--- src/include/lsr_pkg.sv ---
// Package of offsets, field layouts and frame constants for the status bank
package lsr_pkg;

   // ==========================================================
   // Serial frame layout
   // ==========================================================
   localparam int LSR_ADDR_W = 13;                   // Register address width
   localparam int LSR_DATA_W = 8;                    // Register data width
   localparam logic [4:0] LSR_INSTR_LAST = 5'h0f;    // Index of last instr bit
   localparam int LSR_RW_POS = 15;                   // Read flag, 1 = read
   localparam logic [3:0] LSR_DATA_BITS = 4'h8;      // Data bits per frame

   // ==========================================================
   // Register offsets
   // ==========================================================
   localparam logic [12:0] LSR_OFS_INPUT_LOOP_STATE = 13'h0082;
   localparam logic [12:0] LSR_OFS_HOLDOVER_AVERAGE_CODE = 13'h0083;
   localparam logic [12:0] LSR_OFS_HOLDOVER_PRESENT_CODE = 13'h0084;
   localparam logic [12:0] LSR_OFS_INPUT_LOOP_REFERENCE_HEALTH = 13'h0085;
   localparam logic [12:0] LSR_OFS_HOLDOVER_EXIT_PHASE = 13'h0086;
   localparam logic [12:0] LSR_OFS_INPUT_LOOP_SPARE = 13'h0087;
   localparam logic [12:0] LSR_OFS_OSCILLATOR_BANK_RESULT = 13'h008c;
   localparam logic [12:0] LSR_OFS_TUNING_ERROR_LOW = 13'h008d;
   localparam logic [12:0] LSR_OFS_TUNING_ERROR_HIGH_FLAGS = 13'h008e;
   localparam logic [12:0] LSR_OFS_TUNE_AND_SYNC_STATES = 13'h008f;
   localparam logic [12:0] LSR_OFS_OUTPUT_LOOP_SPARE = 13'h0090;

   // ==========================================================
   // Field positions
   // ==========================================================
   localparam int LSR_POS_PREFERRED_REF = 5;    // [6:5]
   localparam int LSR_POS_ACTIVE_REF = 3;       // [4:3]
   localparam int LSR_POS_LOOP_STATE = 0;       // [2:0]
   localparam int LSR_POS_COMPARATOR = 7;       // Present code register
   localparam int LSR_POS_ACTIVE_LOS = 3;       // Health register
   localparam int LSR_POS_REF_FASTER = 2;
   localparam int LSR_POS_ADC_MOVING = 1;
   localparam int LSR_POS_RANGE_OUT = 0;
   localparam int LSR_POS_EXIT_PHASE = 3;       // [4:3]
   localparam int LSR_POS_TUNE_BUSY = 7;
   localparam int LSR_POS_ERROR_SIGN = 6;
   localparam int LSR_POS_AUTOTUNE_STATE = 4;   // [7:4]
   localparam int LSR_POS_SYNC_STATE = 0;       // [3:0]

   // ==========================================================
   // Reset values
   // ==========================================================
   localparam logic [7:0] LSR_RESET_BYTE = 8'h00;  // All status bytes
   localparam logic [7:0] LSR_READ_ZERO = 8'h00;   // Reserved reads

   // ==========================================================
   // Field encodings
   // ==========================================================
   localparam logic [2:0] LSR_LOOP_RESET = 3'h0;
   localparam logic [2:0] LSR_LOOP_ACQUIRE = 3'h1;
   localparam logic [2:0] LSR_LOOP_LOCKED = 3'h2;
   localparam logic [2:0] LSR_LOOP_INVALID = 3'h3;
   localparam logic [2:0] LSR_LOOP_HOLDOVER = 3'h4;
   localparam logic [2:0] LSR_LOOP_ASSISTED_EXIT = 3'h5;
   localparam logic [3:0] LSR_TUNE_IDLE = 4'h0;
   localparam logic [3:0] LSR_TUNE_MEASURE = 4'h6;
   localparam logic [3:0] LSR_TUNE_UPDATE = 4'h9;
   localparam logic [3:0] LSR_TUNE_ROUND = 4'ha;
   localparam logic [3:0] LSR_TUNE_FINISH = 4'hb;
   localparam int LSR_TUNE_UPDATE_PASSES = 18;
   localparam logic [3:0] LSR_SYNC_IDLE = 4'h0;
   localparam logic [3:0] LSR_SYNC_UP_A = 4'h4;
   localparam logic [3:0] LSR_SYNC_UP_B = 4'h6;
   localparam logic [3:0] LSR_SYNC_SEND = 4'h7;
   localparam logic [3:0] LSR_SYNC_DOWN_A = 4'he;
   localparam logic [3:0] LSR_SYNC_DOWN_B = 4'hc;

   // Serial port sequencer states
   typedef enum logic [1:0] {
      LSR_IDLE,
      LSR_INSTR,
      LSR_READ,
      LSR_DONE
   } lsr_port_state_t;

endpackage

--- src/hw/lsr_edge_finder.sv ---
// Edge finder for a group of synchronous levels
`timescale 1ns/1ns
module lsr_edge_finder #(
   parameter int WIDTH = 1
) (
   input wire logic clock,
   input wire logic reset_n,
   input wire logic [WIDTH-1:0] level,
   output logic [WIDTH-1:0] rise,
   output logic [WIDTH-1:0] fall
);

   // ==========================================================
   // Previous level
   // ==========================================================
   logic [WIDTH-1:0] prev;       // Level one cycle ago
   logic [WIDTH-1:0] next_prev;  // Next value of prev

   // Track the level
   always_comb begin
      next_prev = level;
   end

   // Register the level, zero at reset
   always_ff @(posedge clock) begin
      if (!reset_n) begin
         prev <= '0;
      end else begin
         prev <= next_prev;
      end
   end

   // Edges are one-cycle pulses aligned with the new level
   assign rise = level & ~prev;
   assign fall = ~level & prev;

endmodule

--- src/hw/lsr_tune_capture.sv ---
// Holder of the oscillator bank chosen by the last autotune run
`timescale 1ns/1ns
module lsr_tune_capture
   import lsr_pkg::*;
(
   input wire logic clock,
   input wire logic reset_n,
   input wire logic tune_done,
   input wire logic [7:0] bank_select,
   output logic [7:0] bank_result
);

   // ==========================================================
   // Result register
   // ==========================================================
   logic [7:0] next_bank_result;  // Next held bank

   // Load the bank only when a run finishes
   always_comb begin
      next_bank_result = bank_result;
      if (tune_done) begin
         next_bank_result = bank_select;
      end
   end

   // Register the result
   always_ff @(posedge clock) begin
      if (!reset_n) begin
         bank_result <= LSR_RESET_BYTE;
      end else begin
         bank_result <= next_bank_result;
      end
   end

endmodule

--- src/hw/lsr_loop_status.sv ---
// Status readback bank for the input and output loops, serial port access
`timescale 1ns/1ns
module lsr_loop_status
   import lsr_pkg::*;
(
   input wire logic clock,
   input wire logic reset_n,
   // Serial control port
   input wire logic port_select_n,
   input wire logic port_clock,
   input wire logic port_data_in,
   output logic port_data_out,
   output logic port_data_oe,
   // Input loop status sources
   input wire logic [2:0] input_loop_state_field,
   input wire logic [1:0] preferred_reference,
   input wire logic [1:0] active_reference_input,
   input wire logic [6:0] average_code,
   input wire logic [6:0] present_code,
   input wire logic holdover_comparator,
   input wire logic [3:0] reference_input_los,
   input wire logic [3:0] reference_input_enable,
   input wire logic [3:0] reference_input_faster,
   input wire logic converter_moving,
   input wire logic tuning_voltage_out_of_range,
   input wire logic [1:0] holdover_exit_phase_field,
   // Output loop status sources
   input wire logic [7:0] oscillator_bank_select,
   input wire logic [13:0] tuning_error_count,
   input wire logic tuning_error_negative,
   input wire logic autotune_busy,
   input wire logic [3:0] autotune_state_field,
   input wire logic [3:0] sync_state_field
);

   // ==========================================================
   // Edge detection of port clock and autotune busy
   // ==========================================================
   logic [1:0] edge_level;  // Busy, port clock, both idle low
   logic [1:0] edge_rise;   // Rising edge pulses
   logic [1:0] edge_fall;   // Falling edge pulses
   logic clock_rise;        // Port clock rising edge
   logic clock_fall;        // Port clock falling edge
   logic tune_done;         // Autotune run has ended

   assign edge_level = {autotune_busy, port_clock};
   assign clock_rise = edge_rise[0];
   assign clock_fall = edge_fall[0];
   assign tune_done = edge_fall[1];

   // Zero reset matches idle low levels, so no false edge after reset
   lsr_edge_finder #(
      .WIDTH(2)
   ) u_lsr_edge_finder (
      .clock(clock),
      .reset_n(reset_n),
      .level(edge_level),
      .rise(edge_rise),
      .fall(edge_fall)
   );

   // ==========================================================
   // Autotune bank result
   // ==========================================================
   logic [7:0] bank_result;  // Bank held since the last run

   // Captured when busy drops at the end of a run
   lsr_tune_capture u_lsr_tune_capture (
      .clock(clock),
      .reset_n(reset_n),
      .tune_done(tune_done),
      .bank_select(oscillator_bank_select),
      .bank_result(bank_result)
   );

   // ==========================================================
   // Live status snapshot
   // ==========================================================
   logic [7:0] loop_state_byte;      // Input loop state register
   logic [7:0] average_byte;         // Averaged code register
   logic [7:0] present_byte;         // Present code register
   logic [7:0] health_byte;          // Reference health register
   logic [7:0] exit_byte;            // Exit phase register
   logic [7:0] error_low_byte;       // Tuning error low register
   logic [7:0] error_high_byte;      // Tuning error high and flags
   logic [7:0] states_byte;          // Autotune and sync states
   logic [7:0] next_loop_state_byte;
   logic [7:0] next_average_byte;
   logic [7:0] next_present_byte;
   logic [7:0] next_health_byte;
   logic [7:0] next_exit_byte;
   logic [7:0] next_error_low_byte;
   logic [7:0] next_error_high_byte;
   logic [7:0] next_states_byte;
   logic active_los;                 // Loss on the reference in use
   logic any_faster;                 // An enabled reference runs fast

   // Pack the sources into register images, reserved bits zero
   always_comb begin
      active_los = reference_input_los[active_reference_input];
      any_faster = |(reference_input_faster &
                     reference_input_enable);
      next_loop_state_byte = LSR_READ_ZERO;
      next_loop_state_byte[LSR_POS_LOOP_STATE +: 3] =
         input_loop_state_field;
      next_loop_state_byte[LSR_POS_PREFERRED_REF +: 2] =
         preferred_reference;
      next_loop_state_byte[LSR_POS_ACTIVE_REF +: 2] =
         active_reference_input;
      next_average_byte = {1'b0, average_code};
      next_present_byte = {1'b0, present_code};
      next_present_byte[LSR_POS_COMPARATOR] = holdover_comparator;
      next_health_byte = LSR_READ_ZERO;
      next_health_byte[LSR_POS_ACTIVE_LOS] = active_los;
      next_health_byte[LSR_POS_REF_FASTER] = any_faster;
      next_health_byte[LSR_POS_ADC_MOVING] = converter_moving;
      next_health_byte[LSR_POS_RANGE_OUT] =
         tuning_voltage_out_of_range;
      next_exit_byte = LSR_READ_ZERO;
      next_exit_byte[LSR_POS_EXIT_PHASE +: 2] =
         holdover_exit_phase_field;
      next_error_low_byte = tuning_error_count[7:0];
      next_error_high_byte = {2'b00, tuning_error_count[13:8]};
      next_error_high_byte[LSR_POS_TUNE_BUSY] = autotune_busy;
      next_error_high_byte[LSR_POS_ERROR_SIGN] =
         tuning_error_negative;
      next_states_byte = LSR_READ_ZERO;
      next_states_byte[LSR_POS_AUTOTUNE_STATE +: 4] =
         autotune_state_field;
      next_states_byte[LSR_POS_SYNC_STATE +: 4] = sync_state_field;
   end

   // Refresh the snapshot every cycle so reads see live status
   always_ff @(posedge clock) begin
      if (!reset_n) begin
         loop_state_byte <= LSR_RESET_BYTE;
         average_byte <= LSR_RESET_BYTE;
         present_byte <= LSR_RESET_BYTE;
         health_byte <= LSR_RESET_BYTE;
         exit_byte <= LSR_RESET_BYTE;
         error_low_byte <= LSR_RESET_BYTE;
         error_high_byte <= LSR_RESET_BYTE;
         states_byte <= LSR_RESET_BYTE;
      end else begin
         loop_state_byte <= next_loop_state_byte;
         average_byte <= next_average_byte;
         present_byte <= next_present_byte;
         health_byte <= next_health_byte;
         exit_byte <= next_exit_byte;
         error_low_byte <= next_error_low_byte;
         error_high_byte <= next_error_high_byte;
         states_byte <= next_states_byte;
      end
   end

   // ==========================================================
   // Address decode for reads
   // ==========================================================
   logic [15:0] instr_word;     // Instruction with the newest bit
   logic [12:0] read_address;   // Address of the frame
   logic [7:0] read_byte;       // Value selected for that address

   // Choose the register image, zero for unmapped and spare offsets
   always_comb begin
      read_address = instr_word[LSR_ADDR_W-1:0];
      unique case (read_address)
         LSR_OFS_INPUT_LOOP_STATE: begin
            read_byte = loop_state_byte;
         end
         LSR_OFS_HOLDOVER_AVERAGE_CODE: begin
            read_byte = average_byte;
         end
         LSR_OFS_HOLDOVER_PRESENT_CODE: begin
            read_byte = present_byte;
         end
         LSR_OFS_INPUT_LOOP_REFERENCE_HEALTH: begin
            read_byte = health_byte;
         end
         LSR_OFS_HOLDOVER_EXIT_PHASE: begin
            read_byte = exit_byte;
         end
         LSR_OFS_OSCILLATOR_BANK_RESULT: begin
            read_byte = bank_result;
         end
         LSR_OFS_TUNING_ERROR_LOW: begin
            read_byte = error_low_byte;
         end
         LSR_OFS_TUNING_ERROR_HIGH_FLAGS: begin
            read_byte = error_high_byte;
         end
         LSR_OFS_TUNE_AND_SYNC_STATES: begin
            read_byte = states_byte;
         end
         default: begin
            read_byte = LSR_READ_ZERO;
         end
      endcase
   end

   // ==========================================================
   // Serial port sequencer
   // ==========================================================
   lsr_port_state_t port_state;       // Frame phase
   lsr_port_state_t next_port_state;
   logic [4:0] bit_count;             // Instruction bits taken
   logic [4:0] next_bit_count;
   logic [15:0] instr_shift;          // Instruction bits so far
   logic [15:0] next_instr_shift;
   logic [7:0] out_shift;             // Read data still to send
   logic [7:0] next_out_shift;
   logic [3:0] out_left;              // Read bits still to send
   logic [3:0] next_out_left;
   logic next_port_data_out;
   logic next_port_data_oe;

   assign instr_word = {instr_shift[14:0], port_data_in};

   // Sample on port clock rise, drive read data on port clock fall
   always_comb begin
      next_port_state = port_state;
      next_bit_count = bit_count;
      next_instr_shift = instr_shift;
      next_out_shift = out_shift;
      next_out_left = out_left;
      next_port_data_out = port_data_out;
      next_port_data_oe = port_data_oe;
      if (port_select_n) begin
         // Deselect ends any frame and frees the data pin
         next_port_state = LSR_IDLE;
         next_bit_count = 5'h00;
         next_port_data_oe = 1'b0;
         next_port_data_out = 1'b0;
      end else begin
         unique case (port_state)
            LSR_IDLE: begin
               // Selection opens a new frame
               next_port_state = LSR_INSTR;
               next_bit_count = 5'h00;
            end
            LSR_INSTR: begin
               // Gather read flag and address
               if (clock_rise) begin
                  next_instr_shift = instr_word;
                  next_bit_count = bit_count + 5'h01;
                  if (bit_count == LSR_INSTR_LAST) begin
                     if (instr_word[LSR_RW_POS]) begin
                        next_out_shift = read_byte;
                        next_out_left = LSR_DATA_BITS;
                        next_port_state = LSR_READ;
                     end else begin
                        next_port_state = LSR_DONE;
                     end
                  end
               end
            end
            LSR_READ: begin
               // Shift out most significant bit first
               if (clock_fall) begin
                  if (out_left != 4'h0) begin
                     next_port_data_oe = 1'b1;
                     next_port_data_out = out_shift[7];
                     next_out_shift = {out_shift[6:0], 1'b0};
                     next_out_left = out_left - 4'h1;
                  end else begin
                     next_port_data_oe = 1'b0;
                     next_port_data_out = 1'b0;
                     next_port_state = LSR_DONE;
                  end
               end
            end
            LSR_DONE: begin
               // Remaining bits, including write data, are ignored
               next_port_state = LSR_DONE;
            end
         endcase
      end
   end

   // Register the sequencer and the pin drivers
   always_ff @(posedge clock) begin
      if (!reset_n) begin
         port_state <= LSR_IDLE;
         bit_count <= 5'h00;
         instr_shift <= 16'h0000;
         out_shift <= LSR_RESET_BYTE;
         out_left <= 4'h0;
         port_data_out <= 1'b0;
         port_data_oe <= 1'b0;
      end else begin
         port_state <= next_port_state;
         bit_count <= next_bit_count;
         instr_shift <= next_instr_shift;
         out_shift <= next_out_shift;
         out_left <= next_out_left;
         port_data_out <= next_port_data_out;
         port_data_oe <= next_port_data_oe;
      end
   end

endmodule

--- config.mk ---
export PLATFORM = sky130hd
export DESIGN_NAME = lsr_loop_status
export DESIGN_NICKNAME = d
export VERILOG_FILES = /design/src/include/lsr_pkg.sv /design/src/hw/lsr_edge_finder.sv /design/src/hw/lsr_tune_capture.sv /design/src/hw/lsr_loop_status.sv
export SDC_FILE = /design/constraint.sdc
export NUM_CORES = 1
export LEC_CHECK = 0
export ABC_CLOCK_PERIOD_IN_PS = 3600
export BUFFER_PORTS_ARGS = -buffer_cell sky130_fd_sc_hd__buf_2
export CORE_UTILIZATION = 45
export DETAILED_ROUTE_END_ITERATION = 10
export PLACE_DENSITY = 0.66
export SETUP_SLACK_MARGIN = 0.05
export SYNTH_ARGS = -nofsm -noshare
export SYNTH_HDL_FRONTEND = slang
export SYNTH_SLANG_ARGS = --single-unit
--- constraint.sdc ---
create_clock -name clock -period 3.6 [get_ports clock]
set_input_delay 0.18 -clock clock [delete_from_list [all_inputs] [get_ports clock]]
set_output_delay 0.18 -clock clock [all_outputs]
set_load 0.01 [all_outputs]
Yosys cells after proc, flatten, opt, wreduce, memory -nomap -nowiden:

Index checks and enable logic that the tools add are counted.
Widths: inputs -> output; s select.

* output and inout port bits: 2
* flip-flop bits (word level): 110
* logic and storage cells: 86
* input port bits: 75

* reduce and logical (&&, ||, !) cells: 11
* equal/unequal tests: 19
* add/subtract/negate cells: 2
* muxes and demuxes: 25
* bitwise operators: 7
* $lt $le $gt $ge: 1

Operators with widths (number)
* $eq 13x8->1 const B: 9
* $pmux 8 s9: 1
* $mux 8: 5
* $mux 4: 5
* $pmux 8 s2: 1
* $ne 2x2->1 const B: 6
* $pmux 5 s2: 1
* $mux 2: 4
* $pmux 2 s4: 1
* $pmux 4 s2: 1
* $reduce_and 7->1: 1
* $add 5x1->5 const B: 1
* $eq 5x4->1 const B: 1
* $mux 5: 1
* $and 4x4->4: 1
* $eq 2x2->1 const B: 2
* $mux 1: 4
* $reduce_and 2->1: 2
* $reduce_and 4->1: 1
* $reduce_bool 2->1: 2
* $reduce_bool 4->1: 1
* $reduce_or 4->1: 1
* $sub 4x1->4 const B: 1
* $lt 2x3->1 const B: 1
* 9 further kinds: 11

Longest topological paths before layout:

Gate-level depths: netlist of the first run.

* depth after elaboration: 6
* depth in mapped cells: 8

Modules after synthesis:

From an unflattened synthesis of the first run, not the netlist that was laid out.

* cells, all modules: 429
* area, all modules: 4116.4 um^2

Modules (own cells, without submodules)
* lsr_loop_status: seq. area each 1761.7 um^2, area an instance 3737.3 um^2, times used 1, cells an instance 396
* lsr_tune_capture: seq. area each 160.2 um^2, area an instance 301.5 um^2, times used 1, cells an instance 25
* lsr_edge_finder: seq. area each 40.0 um^2, area an instance 77.6 um^2, times used 1, cells an instance 8

Worst setup path before layout of the first run:

OpenSTA, ideal clock, no wires.

* kind: reg2reg
* start point: register bit_count[0]
* end point: register out_shift[1]
* setup time: 122 ps
* data arrival time: 1579 ps
* data required time: 3478 ps
* setup slack: 1899 ps
* stages on the path, launching flop included: 9
* path buffers: 1
* path through: dfxtp_1 > ha_1 > and3_1 > ha_1 > and3_4 > o21ba_2 > buf_4 > o21ai_0 > a21oi_1

* cells in the longest elaborated chain, start to end: 3

Ends and longest elaborated chain
* start, declared: line lsr_loop_status.sv:205 `logic [4:0] bit_count;`
* start signal, assigned: line lsr_loop_status.sv:291 `bit_count <= next_bit_count;`
* $eq 5x4->1: line lsr_loop_status.sv:245 `if (bit_count == LSR_INSTR_LAST) begin`
* $ne 2x2->1 (no line)
* $reduce_and 7->1 (no line)
* end signal, assigned: line lsr_loop_status.sv:293 `out_shift <= next_out_shift;`
* end, declared: line lsr_loop_status.sv:209 `logic [7:0] out_shift;`

Every way passes these cells.
A chain may end at the register's enable or synchronous reset.

Worst setup path in the final report of the first run:

* start point: register instr_shift[0]
* end point: register out_shift[0]

* cells in the longest elaborated chain, start to end: 6
* elaborated cells on any way between the ends: 14
* classes of those cells: eq/ne (9); mux (5)

Ends and longest elaborated chain
* start, declared: line lsr_loop_status.sv:207 `logic [15:0] instr_shift;`
* start signal, assigned: line lsr_loop_status.sv:292 `instr_shift <= next_instr_shift;`
* $eq 13x8->1: line lsr_loop_status.sv:166 `unique case (read_address)`
* $pmux 8 s9 (*): line lsr_loop_status.sv:166
* $mux 8 (*): line lsr_loop_status.sv:246 `if (instr_word[LSR_RW_POS]) begin`
* $mux 8 (*): line lsr_loop_status.sv:245
* $mux 8 (*): line lsr_loop_status.sv:242 `if (clock_rise) begin`
* $pmux 8 s2 (*): line lsr_loop_status.sv:234 `unique case (port_state)`

Mark *: on every way between the ends. The rest lies on a longest branch, timed or not. The select of a mux whose other input is x is not followed.

==> run summary, run 1 <==
Dividing the final minimum period by the clock period gives 55.6%. Sequential elements use 48.9% of the synthesized area. Using the TritonRoute via totals, the vias-per-cell ratio works out to 5.14. The filler cells instantiated in the layout total 789. Dividing total power by cell area gives a power density of 439 nW/um^2. Clock-pin slew was measured on the worst setup and hold paths at 0.09 ns. Setup repair after global routing left no endpoint under its margin. Including well taps, the total number of placed cells is 571.

The cell count after synthesis came out at 414. The overflow left after global routing was 0. The type of origin of the critical path is a flip-flop.

The number of enable flip-flop cells after synthesis is 0, and the count of synthesis-stage warnings from yosys is 0. The worst hold path passes through 2 cells. The number of gates resized after cts was 0. The tools report the number of top-level pins as 77. The cell at the root of the clock tree is sky130_fd_sc_hd__clkbuf_8. The reported max-cap violation count was 0.

The worst setup path is captured at a flip-flop. The y dimension of the die was 95.9 um. The first detailed-routing pass ran for 4 iterations. The number of nets in the synthesized netlist came out at 493. Endpoint of the worst register-to-register path: out_shift[0]. Global routing used 18.9% of the available tracks across all layers. The tools report the total area of multi-input combinational cells as 1880 um^2.

The tools report the start point of the worst min-delay path as preferred_reference[1]. The logs give 0 for the number of antenna violations at the first check in global routing and 499 MHz for the highest achievable clock rate. Cells with a size suffix above 1 make up 22.2% of the layout. In the layout the commonest cells are sky130_fd_sc_hd__dfxtp_1 (97), sky130_fd_sc_hd__buf_2 (76), sky130_fd_sc_hd__and2_1 (54). Routability congestion estimate: 0.810. The worst path arrival time was 2.29 ns; the relative area change from synthesis to final layout was 15.5%. The number of port buffers is 76, and the headroom to the max-slew limit is 41.6%. The hold violation count in the final report is 0, and the number of global-route vias before repair is 2,869.

The residual antenna-violating net count after detailed routing is 0. The predominant post-synthesis flop cell was sky130_fd_sc_hd__dfxtp_1. Total via count after detailed routing: 3,016.

Launch point of the worst reg-to-reg path: instr_shift[0]. Leaving out fill and tap cells, the most frequent cell in the layout is sky130_fd_sc_hd__dfxtp_1. The total negative slack came out at 0 ns. The worst setup path is of the reg2reg kind. The row count is 33. TritonCTS built the clock tree.

The placeable core region came out at 8380 um^2. In this run, post-CTS hold repair placed 0 buffers. The final instance area came out at 4580 um^2. For hold timing, the worst endpoint is loop_state_byte[6]. At the end of the flow, the number of nets in the layout was 556. Path type of the worst min-delay path: in2reg.

In the final layout, flip-flops and latches occupy 1940 um^2. The initial cell density of the core came out at 47.3%. Counting cells, the worst reg-to-reg path comes to 5.

IR analysis of the VDD net gives a maximum drop of 0.210 mV. The total of flip-flops plus latches after synthesis is 97. Summed over all cells, the static leakage comes to 0.00181 uW. The pin count of the biggest net entering global routing was 89.

Of all flip-flops after synthesis, the portion carrying an async set or reset was 0%. The first global-routing pass estimated 13,300 um of wire. Counting the buffers created by CTS gives 9. The slew at the pin with the worst max-slew slack works out to 0.874 ns. For the max-slew violation total from the final report, the log shows 0. The flow ran to the end, and the final reports show no timing, DRC or antenna violations. Number of sinks on the clock net: 97. Along the worst path, the maximum fanout reaches 21. After synthesis, the mean cell area works out to 9.58 um^2. By area the synthesized netlist is led by sky130_fd_sc_hd__dfxtp_1 (49%), sky130_fd_sc_hd__and2_1 (8.5%), sky130_fd_sc_hd__mux2i_1 (4.8%). Summed over its instances, the top area cell type makes up 48.9% of the synthesized netlist area. Setup violations remaining at the end of the flow were counted as 0. sky130_fd_sc_hd__dfxtp_1 takes more of the synthesized area than any other cell. The logs give 587 for the post-layout instance count excluding filler cells and 52 for the count of cell types in the netlist. The standard cell area after detailed placement was 4360 um^2. The die covers 9200 um^2.

For this run, design rule violations remaining after detail routing come to 0. At the worst endpoint, the required time is 3.89 ns. Counting along the longest clock path gives a buffer depth of 2. In this run the number of H-tree levels came out at 3.

The number of diodes is 0, and the DRC violation total after the first TritonRoute iteration is 166. Summed over all layers, the routed wires come to 7980 um. After synthesis the cells add up to 3970 um^2. For the clock latency of the later-clocked register in the worst-skew pair, the log shows 0.35 ns.

Time the worst path needs with I/O delays and setup: 2.00 ns. The setup slack of the most critical reg-to-reg path was 1.60 ns; the setup fix buffers added after clock tree synthesis was 0. The logs give 5750 um for the half-perimeter wire length of the detailed placement result and 0.00659 ns for the worst-case clock skew.

The floorplan step set the die width to 95.9 um. The detail-routed net length per standard cell is 13.6 um.
where the power goes:
part	internal, uW	total, uW	switching (uW)
clock network	409	763	354
registers	1110	1120	14.6
logic	71.4	124	53.0
total	1590	2010	421
worst max-delay path, cell delays in order, from the launching register on:
cell and delay (ns):
sky130_fd_sc_hd__dfxtp_1 0.79, sky130_fd_sc_hd__nor2b_1 0.25, sky130_fd_sc_hd__nor2_1 0.09, sky130_fd_sc_hd__nor4b_4 0.47, sky130_fd_sc_hd__o311ai_1 0.19, sky130_fd_sc_hd__a21boi_1 0.16
synth_stat cells (4+ instances only):
cell type,count
sky130_fd_sc_hd__nand3_1,9
sky130_fd_sc_hd__nand2b_1,4
sky130_fd_sc_hd__mux2i_1,19
sky130_fd_sc_hd__nand2_1,47
sky130_fd_sc_hd__o21ai_0,15
sky130_fd_sc_hd__buf_2,5
sky130_fd_sc_hd__a21boi_0,17
sky130_fd_sc_hd__mux2_2,4
sky130_fd_sc_hd__dfxtp_1,97
sky130_fd_sc_hd__a22oi_1,9
sky130_fd_sc_hd__clkbuf_1,15
sky130_fd_sc_hd__nor2b_1,14
sky130_fd_sc_hd__ha_1,4
sky130_fd_sc_hd__o21ai_1,4
sky130_fd_sc_hd__and2_1,54
sky130_fd_sc_hd__a21boi_1,4
sky130_fd_sc_hd__a21oi_1,20
sky130_fd_sc_hd__inv_1,6
sky130_fd_sc_hd__nor2_1,15
per-layer routing:
metal	vias to the layer above	wire, um	part of all wire (%)	track usage, %
met1	1394	3830	48	25.3
met4	0	110	1.4	7.59
li1	1547	-	-	-
met5	-	0	0	0
met2	64	3740	47	30.1
met3	11	297	3.7	3.63
how the worst max path moves through the flow:
stage                         startpoint            to  cells after the start
final                     instr_shift[0]  out_shift[0]                      5
after CTS                 instr_shift[0]  out_shift[0]                      5
after floorplan             bit_count[0]  out_shift[1]                      8
after global routing      instr_shift[0]  out_shift[1]                      5
after detailed placement  instr_shift[0]  out_shift[0]                      5
after global placement    instr_shift[0]  out_shift[0]                      5
sequential cells by signal, summed over array words and instances (netlist names):
| signal | cells |
|---|---|
| error_low_byte | 8 |
| states_byte | 8 |
| bit_count | 5 |
| loop_state_byte | 7 |
| instr_shift | 15 |
| port_state | 2 |
| error_high_byte | 7 |
| out_shift | 8 |
| out_left | 4 |
| port_data_oe | 1 |
| port_data_out | 1 |
| average_byte | 7 |
| health_byte | 4 |
| present_byte | 8 |
| u_lsr_tune_capture.bank_result | 8 |
| exit_byte | 2 |
| u_lsr_edge_finder.prev | 2 |
stage by stage:
step	total power (uW)	util (%)	hold WS (ns)	worst slack [ns]
finish	2010	54.6	0.0222	1.60
global route	2100	54.6	0.00429	1.34
CTS	2030	54.6	0.00788	1.59
detailed placement	1270	52.0	0.388	1.61
global placement	1270	52.0	0.386	1.67
floorplan	1220	-	0.302	1.90
area by class of cell:
type                    instances  area share, %
repair buffers                 77           8.47
clock inverters                 5           1.72
inverters                       6          0.492
flip-flops and latches         97           42.4
well taps                     105           2.87
clock buffers                  11           3.09
multi-input cells             286           41.0
cells by family after synthesis:
kind of cell | after synthesis | share of synthesized area [%]
AO/OA/AOI/OAI | 86 | 14.0
multiplexers | 26 | 7.63
adder cells (fa/ha/maj) | 4 | 1.26
AND/OR/NAND/NOR | 170 | 24.4
flip-flops | 97 | 48.9
buffers and inverters | 31 | 3.75
No activity file was read; power rests on OpenSTA's default activity.
==> inputs of run 2 (changes only) <==
ABC_AREA = 1   (was unset)
ABC_CLOCK_PERIOD_IN_PS = 1650   (was 3600)
PLACE_DENSITY = 0.68   (was 0.66)
clock period = 1.65 ns   (was 3.6 ns; I/O delays follow)
==> run summary, run 2 <==
The run gives 572 MHz (+14%) as the highest achievable clock rate. The average instance area after synthesis is 7.10 um^2 (-26%). instr_shift holds more flip-flops than any other register. For the total via count after detailed routing, the log shows 4,030 (+34%). The logs give 22.0% (+3.1 points) for the total routing resource utilization after global routing and 52 (-42%) for the pin count of the biggest net entering global routing.

The tools report the critical path data required time as 1.93 ns (-1.96 ns). The number of flip-flops in the largest register works out to 15 (unchanged). Ranked by total cell area, the synthesized netlist is headed by sky130_fd_sc_hd__dfxtp_1 (46%), sky130_fd_sc_hd__nand2_1 (12%), sky130_fd_sc_hd__inv_1 (8.0%). The worst-case clock skew was 0.0138 ns (+0.00718 ns); the number of endpoints failing setup at the final stage was 12 (+12). Among all cell types in the netlist, the one instantiated most often is sky130_fd_sc_hd__nand2_1. The row count is 34 (+3.0%), and the max-slew violation total from the final report is 0 (unchanged). The tools report the fraction of the yosys area taken by sequential cells as 46.1% (-2.8 points). The cell type with the largest total area after synthesis was sky130_fd_sc_hd__dfxtp_1. The clock latency of the later-clocked register in the worst-skew pair was 0.36 ns (about the same). The count of cell types in the netlist is 31 (-40%), and the worst setup slack after layout is -0.0998 ns (-1.70 ns). Leaving out fill and tap cells, the most frequent cell in the layout is sky130_fd_sc_hd__nand2_1. The worst path arrival time is 2.03 ns (-0.26 ns), and the die extent in x is 98.7 um (+3.0%). The maximum net fanout on the critical path came out at 6 (-71%). The post-detailed-route DRC marker count is 0 (unchanged).

The tools report the number of buffers created by CTS as 9 (unchanged). The routability congestion estimate was 0.866 (+6.9%). For the reported max-cap violation count, the log shows 0 (unchanged). In the synthesized netlist, the cells that appear most often are sky130_fd_sc_hd__nand2_1 (130), sky130_fd_sc_hd__dfxtp_1 (97), sky130_fd_sc_hd__inv_1 (90).

The time the worst path needs with I/O delays and setup is 1.75 ns (-0.253 ns). The async set or reset register ratio after synthesis works out to 0% (unchanged). The number of sinks on the clock net was 97 (unchanged); the final instance area was 5700 um^2 (+24%). The number of stages on the worst hold path is 3 (+1), and the DRC violation total after the first TritonRoute iteration is 175 (+5.4%). The y dimension of the die works out to 98.7 um (+3.0%).

For the worst slack on hold paths, the log shows 0.0161 ns (-0.00614 ns). Hold violation count in the final report: 0 (unchanged). The deepest level of the CTS H-tree came out at 3 (unchanged).

The half-perimeter wire length of the detailed placement result was 6790 um (+18%); the number of antenna violations at the first check in global routing was 0 (unchanged). The worst setup path is launched from a flip-flop. The run gives 8890 um^2 (+6.1%) as the placeable core region. The number of top-level pins came out at 77 (unchanged). The overflow left after global routing is 0 (unchanged). The average vias per placed instance came out at 4.74 (-7.7%). The tools report the area of the die as 9750 um^2 (+6.0%).

From synthesis to final layout, the design area changed by 35.4%. The leakage power was 0.00292 uW (+62%); the CTS clock-pin slew for the worst setup and hold paths was 0.10 ns (about the same). Fraction of synthesized cell area taken by the top area cell type: 46.1% (-2.8 points). Setup repair after global routing could not meet its margin everywhere. Path type of the worst min-delay path: in2reg. The final wirelength was 10,000 um (+26%); the number of enable flip-flop cells after synthesis was 0 (unchanged). The residual antenna-violating net count after detailed routing was 0 (unchanged). The headroom to the max-slew limit is 68.9% (+27 points).

The run finished, with violations left. For the number of diodes, the log shows 0 (unchanged). The total negative slack is -0.941 ns (-0.941 ns), and the number of port buffers is 76 (unchanged). For the initial cell density of the core, the log shows 47.4% (about the same). The final reports fail on setup timing. The final-stage net count was 816 (+47%).

Global-route wire length before repair: 17,300 um (+30%). The worst setup path is captured at a flip-flop. For the number of global-route vias before repair, the log shows 3,941 (+37%).

The fraction of layout instances using a drive strength above 1 works out to 22.0% (-0.23 points). CTS placed an instance of sky130_fd_sc_hd__clkbuf_8 at the clock tree root. The power density of the placed cells came out at 801 nW/um^2 (+83%). The count of TritonRoute iterations in the first routing pass is 4 (unchanged). Predominant post-synthesis flop cell: sky130_fd_sc_hd__dfxtp_1. The final design utilization is 64.1% (+9.5 points), and the count of synthesis-stage warnings from yosys is 0 (unchanged). In the layout the commonest cells are sky130_fd_sc_hd__nand2_1 (126), sky130_fd_sc_hd__dfxtp_1 (95), sky130_fd_sc_hd__inv_1 (88).

The total of flip-flops plus latches after synthesis works out to 97 (unchanged). The slew at the pin with the worst max-slew slack works out to 0.467 ns (-0.407 ns). By startpoint and endpoint, the worst setup path is classified as reg2reg. The standard cell area after detailed placement is 4810 um^2 (+10%), and the fraction of the cycle the final worst path needs is 106% (+50 points). The cell area after technology mapping was 4210 um^2 (+6.1%); the detail-routed net length per standard cell was 11.8 um (-13%). The maximum count of clock buffers along a single path was 2 (unchanged); the path depth of the worst reg2reg path was 13 (+8). The number of nets in the synthesized netlist is 672 (+36%).

The peak supply drop was 0.385 mV (+84%); the number of standard cells after synthesis was 593 (+43%). TritonCTS built the clock tree.
run 2: cell types whose count changed in the layout (fill, tap and decap cells not counted), moves of 44 or more:
cell                            before  now
sky130_fd_sc_hd__nand3_1             9   63
sky130_fd_sc_hd__nor2_1             15   59
sky130_fd_sc_hd__nand2_1            47  126
sky130_fd_sc_hd__dlygate4sd3_1       0   55
sky130_fd_sc_hd__inv_1               6   88
sky130_fd_sc_hd__and2_1             54    0
run 2: where the power goes:
group | switching [uW] | leakage [uW] | internal [uW] | total [uW]
logic | 233 | 0.00202 | 236 | 469
clock network | 774 | 0.0000995 | 853 | 1630
registers | 36.8 | 0.000799 | 2430 | 2470
total | 1040 | 0.00292 | 3520 | 4570
run 2: repair_timing:
| action | 4_1_cts | 5_1_grt |
|---|---|---|
| endpoints found under the hold margin | 55 | 0 |
| endpoints found under the setup margin | 12 | 13 |
| hold buffers | 55 | 0 |
| setup buffers | 2 | 2 |
| pin swaps | 2 | 5 |
| gates resized for setup | 26 | 9 |
run 2: metrics by stage:
stage	std cells	power (uW)	setup slack [ns]
finish	850	4570	-0.0998
global route	850	4760	-0.321
CTS	848	4580	-0.106
detailed placement	775	2880	-0.174
global placement	775	2870	-0.0505
floorplan	593	2710	0.0535
run 2: layout make-up:
type | count | area, um^2
fillers | 757 | 3190
flip-flops and latches | 97 | 1940
multi-input cells | 379 | 1880
repair buffers | 155 | 1170
inverters | 95 | 359
well taps | 108 | 135
clock buffers | 11 | 131
clock inverters | 5 | 80.1
run 2: metal layers:
metal	track usage (%)	share of wire [%]	vias up
li1	-	-	2133
met1	28.6	46	1785
met2	37.1	48	97
met3	2.91	4.8	15
met4	8.84	1.7	0
met5	0	0	-
run 2: cell families (layout without fill, tap and decap cells):
logic type                 after synthesis  after routing  share of synthesized area [%]
and+or+nand+nor                        291            291                           31.1
buffers and inverters                  117            266                           11.2
DFF                                     97             97                           46.1
AOI/OAI and AO/OA                       84             84                           10.4
adders and majority gates                4              4                           1.19
run 2: path summary, 6_finish.rpt:
path	startpoint	endpoint	slack, ns
worst min register to register	bit_count[4]	bit_count[4]	0.47
worst max-delay path	bit_count[0]	out_shift[3]	-0.1
worst min-delay path	reference_input_enable[2]	health_byte[2]	0.02
worst max register to register	bit_count[0]	out_shift[3]	-0.1
run 2: critical path, cell delays in order, from the launching register on:
cell and delay [ns]:
sky130_fd_sc_hd__dfxtp_2 0.36, sky130_fd_sc_hd__ha_4 0.15, sky130_fd_sc_hd__inv_4 0.04, sky130_fd_sc_hd__nor3_4 0.11, sky130_fd_sc_hd__ha_2 0.19, sky130_fd_sc_hd__nand2_2 0.05
sky130_fd_sc_hd__nand2_1 0.08, sky130_fd_sc_hd__nand2_1 0.06, sky130_fd_sc_hd__inv_1 0.06, sky130_fd_sc_hd__nand2_2 0.07, sky130_fd_sc_hd__nor2_4 0.17, sky130_fd_sc_hd__buf_6 0.15
sky130_fd_sc_hd__o21ai_1 0.05, sky130_fd_sc_hd__a21oi_1 0.13
==> inputs of run 3 (changes only) <==
REMOVE_ABC_BUFFERS = 1   (was unset)
TNS_END_PERCENT = 1   (was unset)
==> run summary, run 3 (synthesis gave the netlist of run 2 again) <==
The run finished, with violations left. The checks that failed: setup timing. The run gives 0.0127 ns (-0.00339 ns) as the worst slack on hold paths. The worst setup path is launched from a flip-flop. The run gives 34 (unchanged) as the row count. The slew at the pin with the worst max-slew slack was 0.506 ns (+0.0387 ns); the number of diodes was 0 (unchanged). For the standard cell area after detailed placement, the log shows 4830 um^2 (+0.47%). Number of port buffers: 76 (unchanged).

The global routing stage identified its most utilized layer as met2. Fraction of layout instances using a drive strength above 1: 21.0% (-1.0 points). The clock latency of the later-clocked register in the worst-skew pair is 0.36 ns (about the same), and the post-layout instance count excluding filler cells is 857 (+0.82%). The signal on the critical path passes through ha_1, inv_2, nor3_2, ha_2, nand2_1, nand2_1, nand2_1, inv_1, nand2_2, inv_2, nand2_4, o21ai_2, nor3b_2.

The endpoint of the worst register-to-register path was out_left[2]. TritonCTS built the clock tree. The number of antenna violations at the first check in global routing was 0 (unchanged); the maximum net fanout on the critical path was 12 (+6). The area growth from synthesis to layout is 35.8%. Nature of the critical path endpoint: a flip-flop. The tools report the launch point of the worst reg-to-reg path as bit_count[1]. The DRC violation total after the first TritonRoute iteration was 157 (-10%); the number of stages on the worst hold path was 3 (unchanged).

The deepest level of the CTS H-tree is 3 (unchanged). The cell-internal power was 3410 uW (-3.1%); the residual antenna-violating net count after detailed routing was 0 (unchanged). The critical path's largest stage delay is 0.34 ns (-0.02 ns), and the setup fix buffers added after clock tree synthesis is 0 (-2). The run gives 759 (+0.26%) as the filler cell count in the final layout. The tools report the start point of the worst min-delay path as reference_input_enable[3]. The path depth of the worst reg2reg path came out at 13 (unchanged). The initial cell density of the core is 47.4% (unchanged). The tools report the peak supply drop as 0.418 mV (+8.5%). The number of global-route vias before repair was 3,964 (+0.58%); the global-route wire length before repair was 17,700 um (+2.2%). The critical path in this run is classified as reg2reg. The part of the total power dissipated in the clock network was 34.6% (-1.0 points).

The final-stage net count came out at 823 (+0.86%). The cell repeated most along the worst path was sky130_fd_sc_hd__nand2_1. The placed cell count was 778 (+0.39%). The routability congestion estimate came out at 0.871 (+0.58%). The placeable core region was 8890 um^2 (unchanged); the setup slack of the most critical reg-to-reg path was -0.06 ns (+0.04 ns). The tools report the total via count after detailed routing as 4,126 (+2.4%). The worst setup slack after layout came out at -0.0644 ns (+0.0354 ns). For the register area, the log shows 1940 um^2 (unchanged). The headroom to the max-slew limit was 65.9% (-2.9 points). The met2 track utilization from global routing is 40.0% (+2.9 points), and the overflow left after global routing is 0 (unchanged). The final instance area was 5720 um^2 (+0.31%); the number of flip-flops in the largest register was 15 (unchanged). Number of buffers created by CTS: 9 (unchanged). Setup repair after global routing could not meet its margin everywhere. Total routing resource utilization after global routing: 22.7% (+0.76 points). The number of top-level pins was 77 (unchanged); the area of the die was 9750 um^2 (unchanged). The number of endpoints failing setup at the final stage is 11 (-1), and the CTS clock-pin slew for the worst setup and hold paths is 0.10 ns (about the same). Combinational share of power: 10.9% (+0.6 points).

The met1 demand-to-capacity share in global routing was 27.5% (-1.1 points); the met3 global-route usage was 3.76% (+0.85 points). The detail-routed net length per standard cell came out at 11.9 um (+0.57%). The most frequent standard cell in the layout excluding fill and tap cells is sky130_fd_sc_hd__nand2_1.

Post-detailed-route DRC marker count: 0 (unchanged). The worst setup slack before clock tree synthesis came out at -0.155 ns (+0.0190 ns). The run gives 0.0102 ns (-0.00355 ns) as the worst-case clock skew. Net switching share of the total power: 24.7% (+1.9 points). Critical path data required time: 1.93 ns (about the same). The library cells used most frequently in the layout, excluding fill and tap cells, are sky130_fd_sc_hd__nand2_1 (128), sky130_fd_sc_hd__dfxtp_1 (95), sky130_fd_sc_hd__inv_1 (88).

The tools report the pin count of the biggest net entering global routing as 83 (+60%). The tools report the max-slew violation total from the final report as 0 (unchanged). The net load switching power is 1120 uW (+7.4%). The min-delay analysis places its worst path in the category in2reg.

The number of sinks on the clock net is 97 (unchanged). The count of TritonRoute iterations in the first routing pass came out at 5 (+1). The slowest cell on the critical path is sky130_fd_sc_hd__dfxtp_2.

The tools report the sequential group share of total power as 54.5% (+0.4 points). For the worst path arrival time, the log shows 1.99 ns (-0.04 ns). The die extent in x is 98.7 um (unchanged). The half-perimeter wire length of the detailed placement result was 6660 um (-1.9%); the power density of the placed cells was 793 nW/um^2 (-0.99%). The hold violation count in the final report is 0 (unchanged), and the fraction of the cycle the final worst path needs is 104% (-2.1 points). The cell sitting at the root of the clock tree is a sky130_fd_sc_hd__clkbuf_8.

The average vias per placed instance was 4.81 (+1.5%). The highest achievable clock rate was 583 MHz (+2.1%); the reported max-cap violation count was 0 (unchanged). The tools report the worst min-delay path endpoint as health_byte[2]. The total area of multi-input combinational cells came out at 1840 um^2 (-2.1%). The y dimension of the die was 98.7 um (unchanged).

The tools report the leakage power as 0.00293 uW (+0.47%). The final wirelength came out at 10,200 um (+1.4%). More flip-flops sit in one register than any other, and that register is instr_shift. The origin of the worst setup path was bit_count[1]. The time the worst path needs with I/O delays and setup works out to 1.71 ns (-0.0354 ns).

The maximum count of clock buffers along a single path came out at 2 (unchanged).
## run 3: cell count changes in the layout (fill, tap and decap cells not counted), sizes merged
| cell | change |
|---|---|
| dlygate4sd3 | +8 |
| clkbuf | -1 |
| bufinv | -1 |
| clkinv | -1 |
| buf | -1 |
| inv | +3 |
## run 3: metrics by stage
stage | setup TNS [ns] | utilization, % | power [uW]
floorplan | -1.32 | - | 2680
global placement | -0.166 | 54.4 | 2880
detailed placement | -0.736 | 54.4 | 2890
CTS | -0.306 | 64.3 | 4560
global route | -2.29 | 64.3 | 4740
finish | -0.247 | 64.3 | 4540
## run 3: area by class of cell
class,count,area share [%]
Timing Repair Buffer,162,21.7
Clock buffer,10,2.23
Sequential cell,97,34.0
Tap cell,108,2.36
Clock inverter,6,1.29
Multi-Input combinational cell,379,32.2
Inverter,95,6.23
## run 3: how the worst max path moves through the flow
| stage | end | slack, ns |
|---|---|---|
| floorplan | out_shift[1] | -0.16 |
| global placement | out_left[2] | -0.06 |
| detailed placement | out_left[2] | -0.16 |
| CTS | out_left[1] | -0.05 |
| global route | out_shift[7] | -0.23 |
| finish | out_left[2] | -0.06 |
## run 3: critical path: cells and delay by family, from the launching register on
family / cells / cell delay [ns]
adder cells (fa/ha/maj): 2 / 0.33
AND/OR/NAND/NOR: 7 / 0.64
flip-flops: 1 / 0.34
buffers and inverters: 3 / 0.19
AO/OA/AOI/OAI: 1 / 0.12
## run 3: power groups by stage
stage	logic [uW]	clock network, uW	registers, uW
finish	495	1570	2470
global route	550	1710	2480
CTS	482	1610	2470
detailed placement	365	0	2530
global placement	355	0	2520
floorplan	163	0	2510
## run 3: repair_timing
action,4_1_cts,5_1_grt
hold buffers,63,0
pin swaps,3,2
gates resized for setup,17,2
endpoints found under the hold margin,61,0
endpoints found under the setup margin,12,13
## run 3: routing by layer
metal  vias to the layer above  share of wire (%)  wire length, um
met2                        98                 50             5040
met1                      1854                 44             4500
met4                         0                2.3              229
met3                        19                3.8              389
met5                         -                  0                0
li1                       2155                  -                -
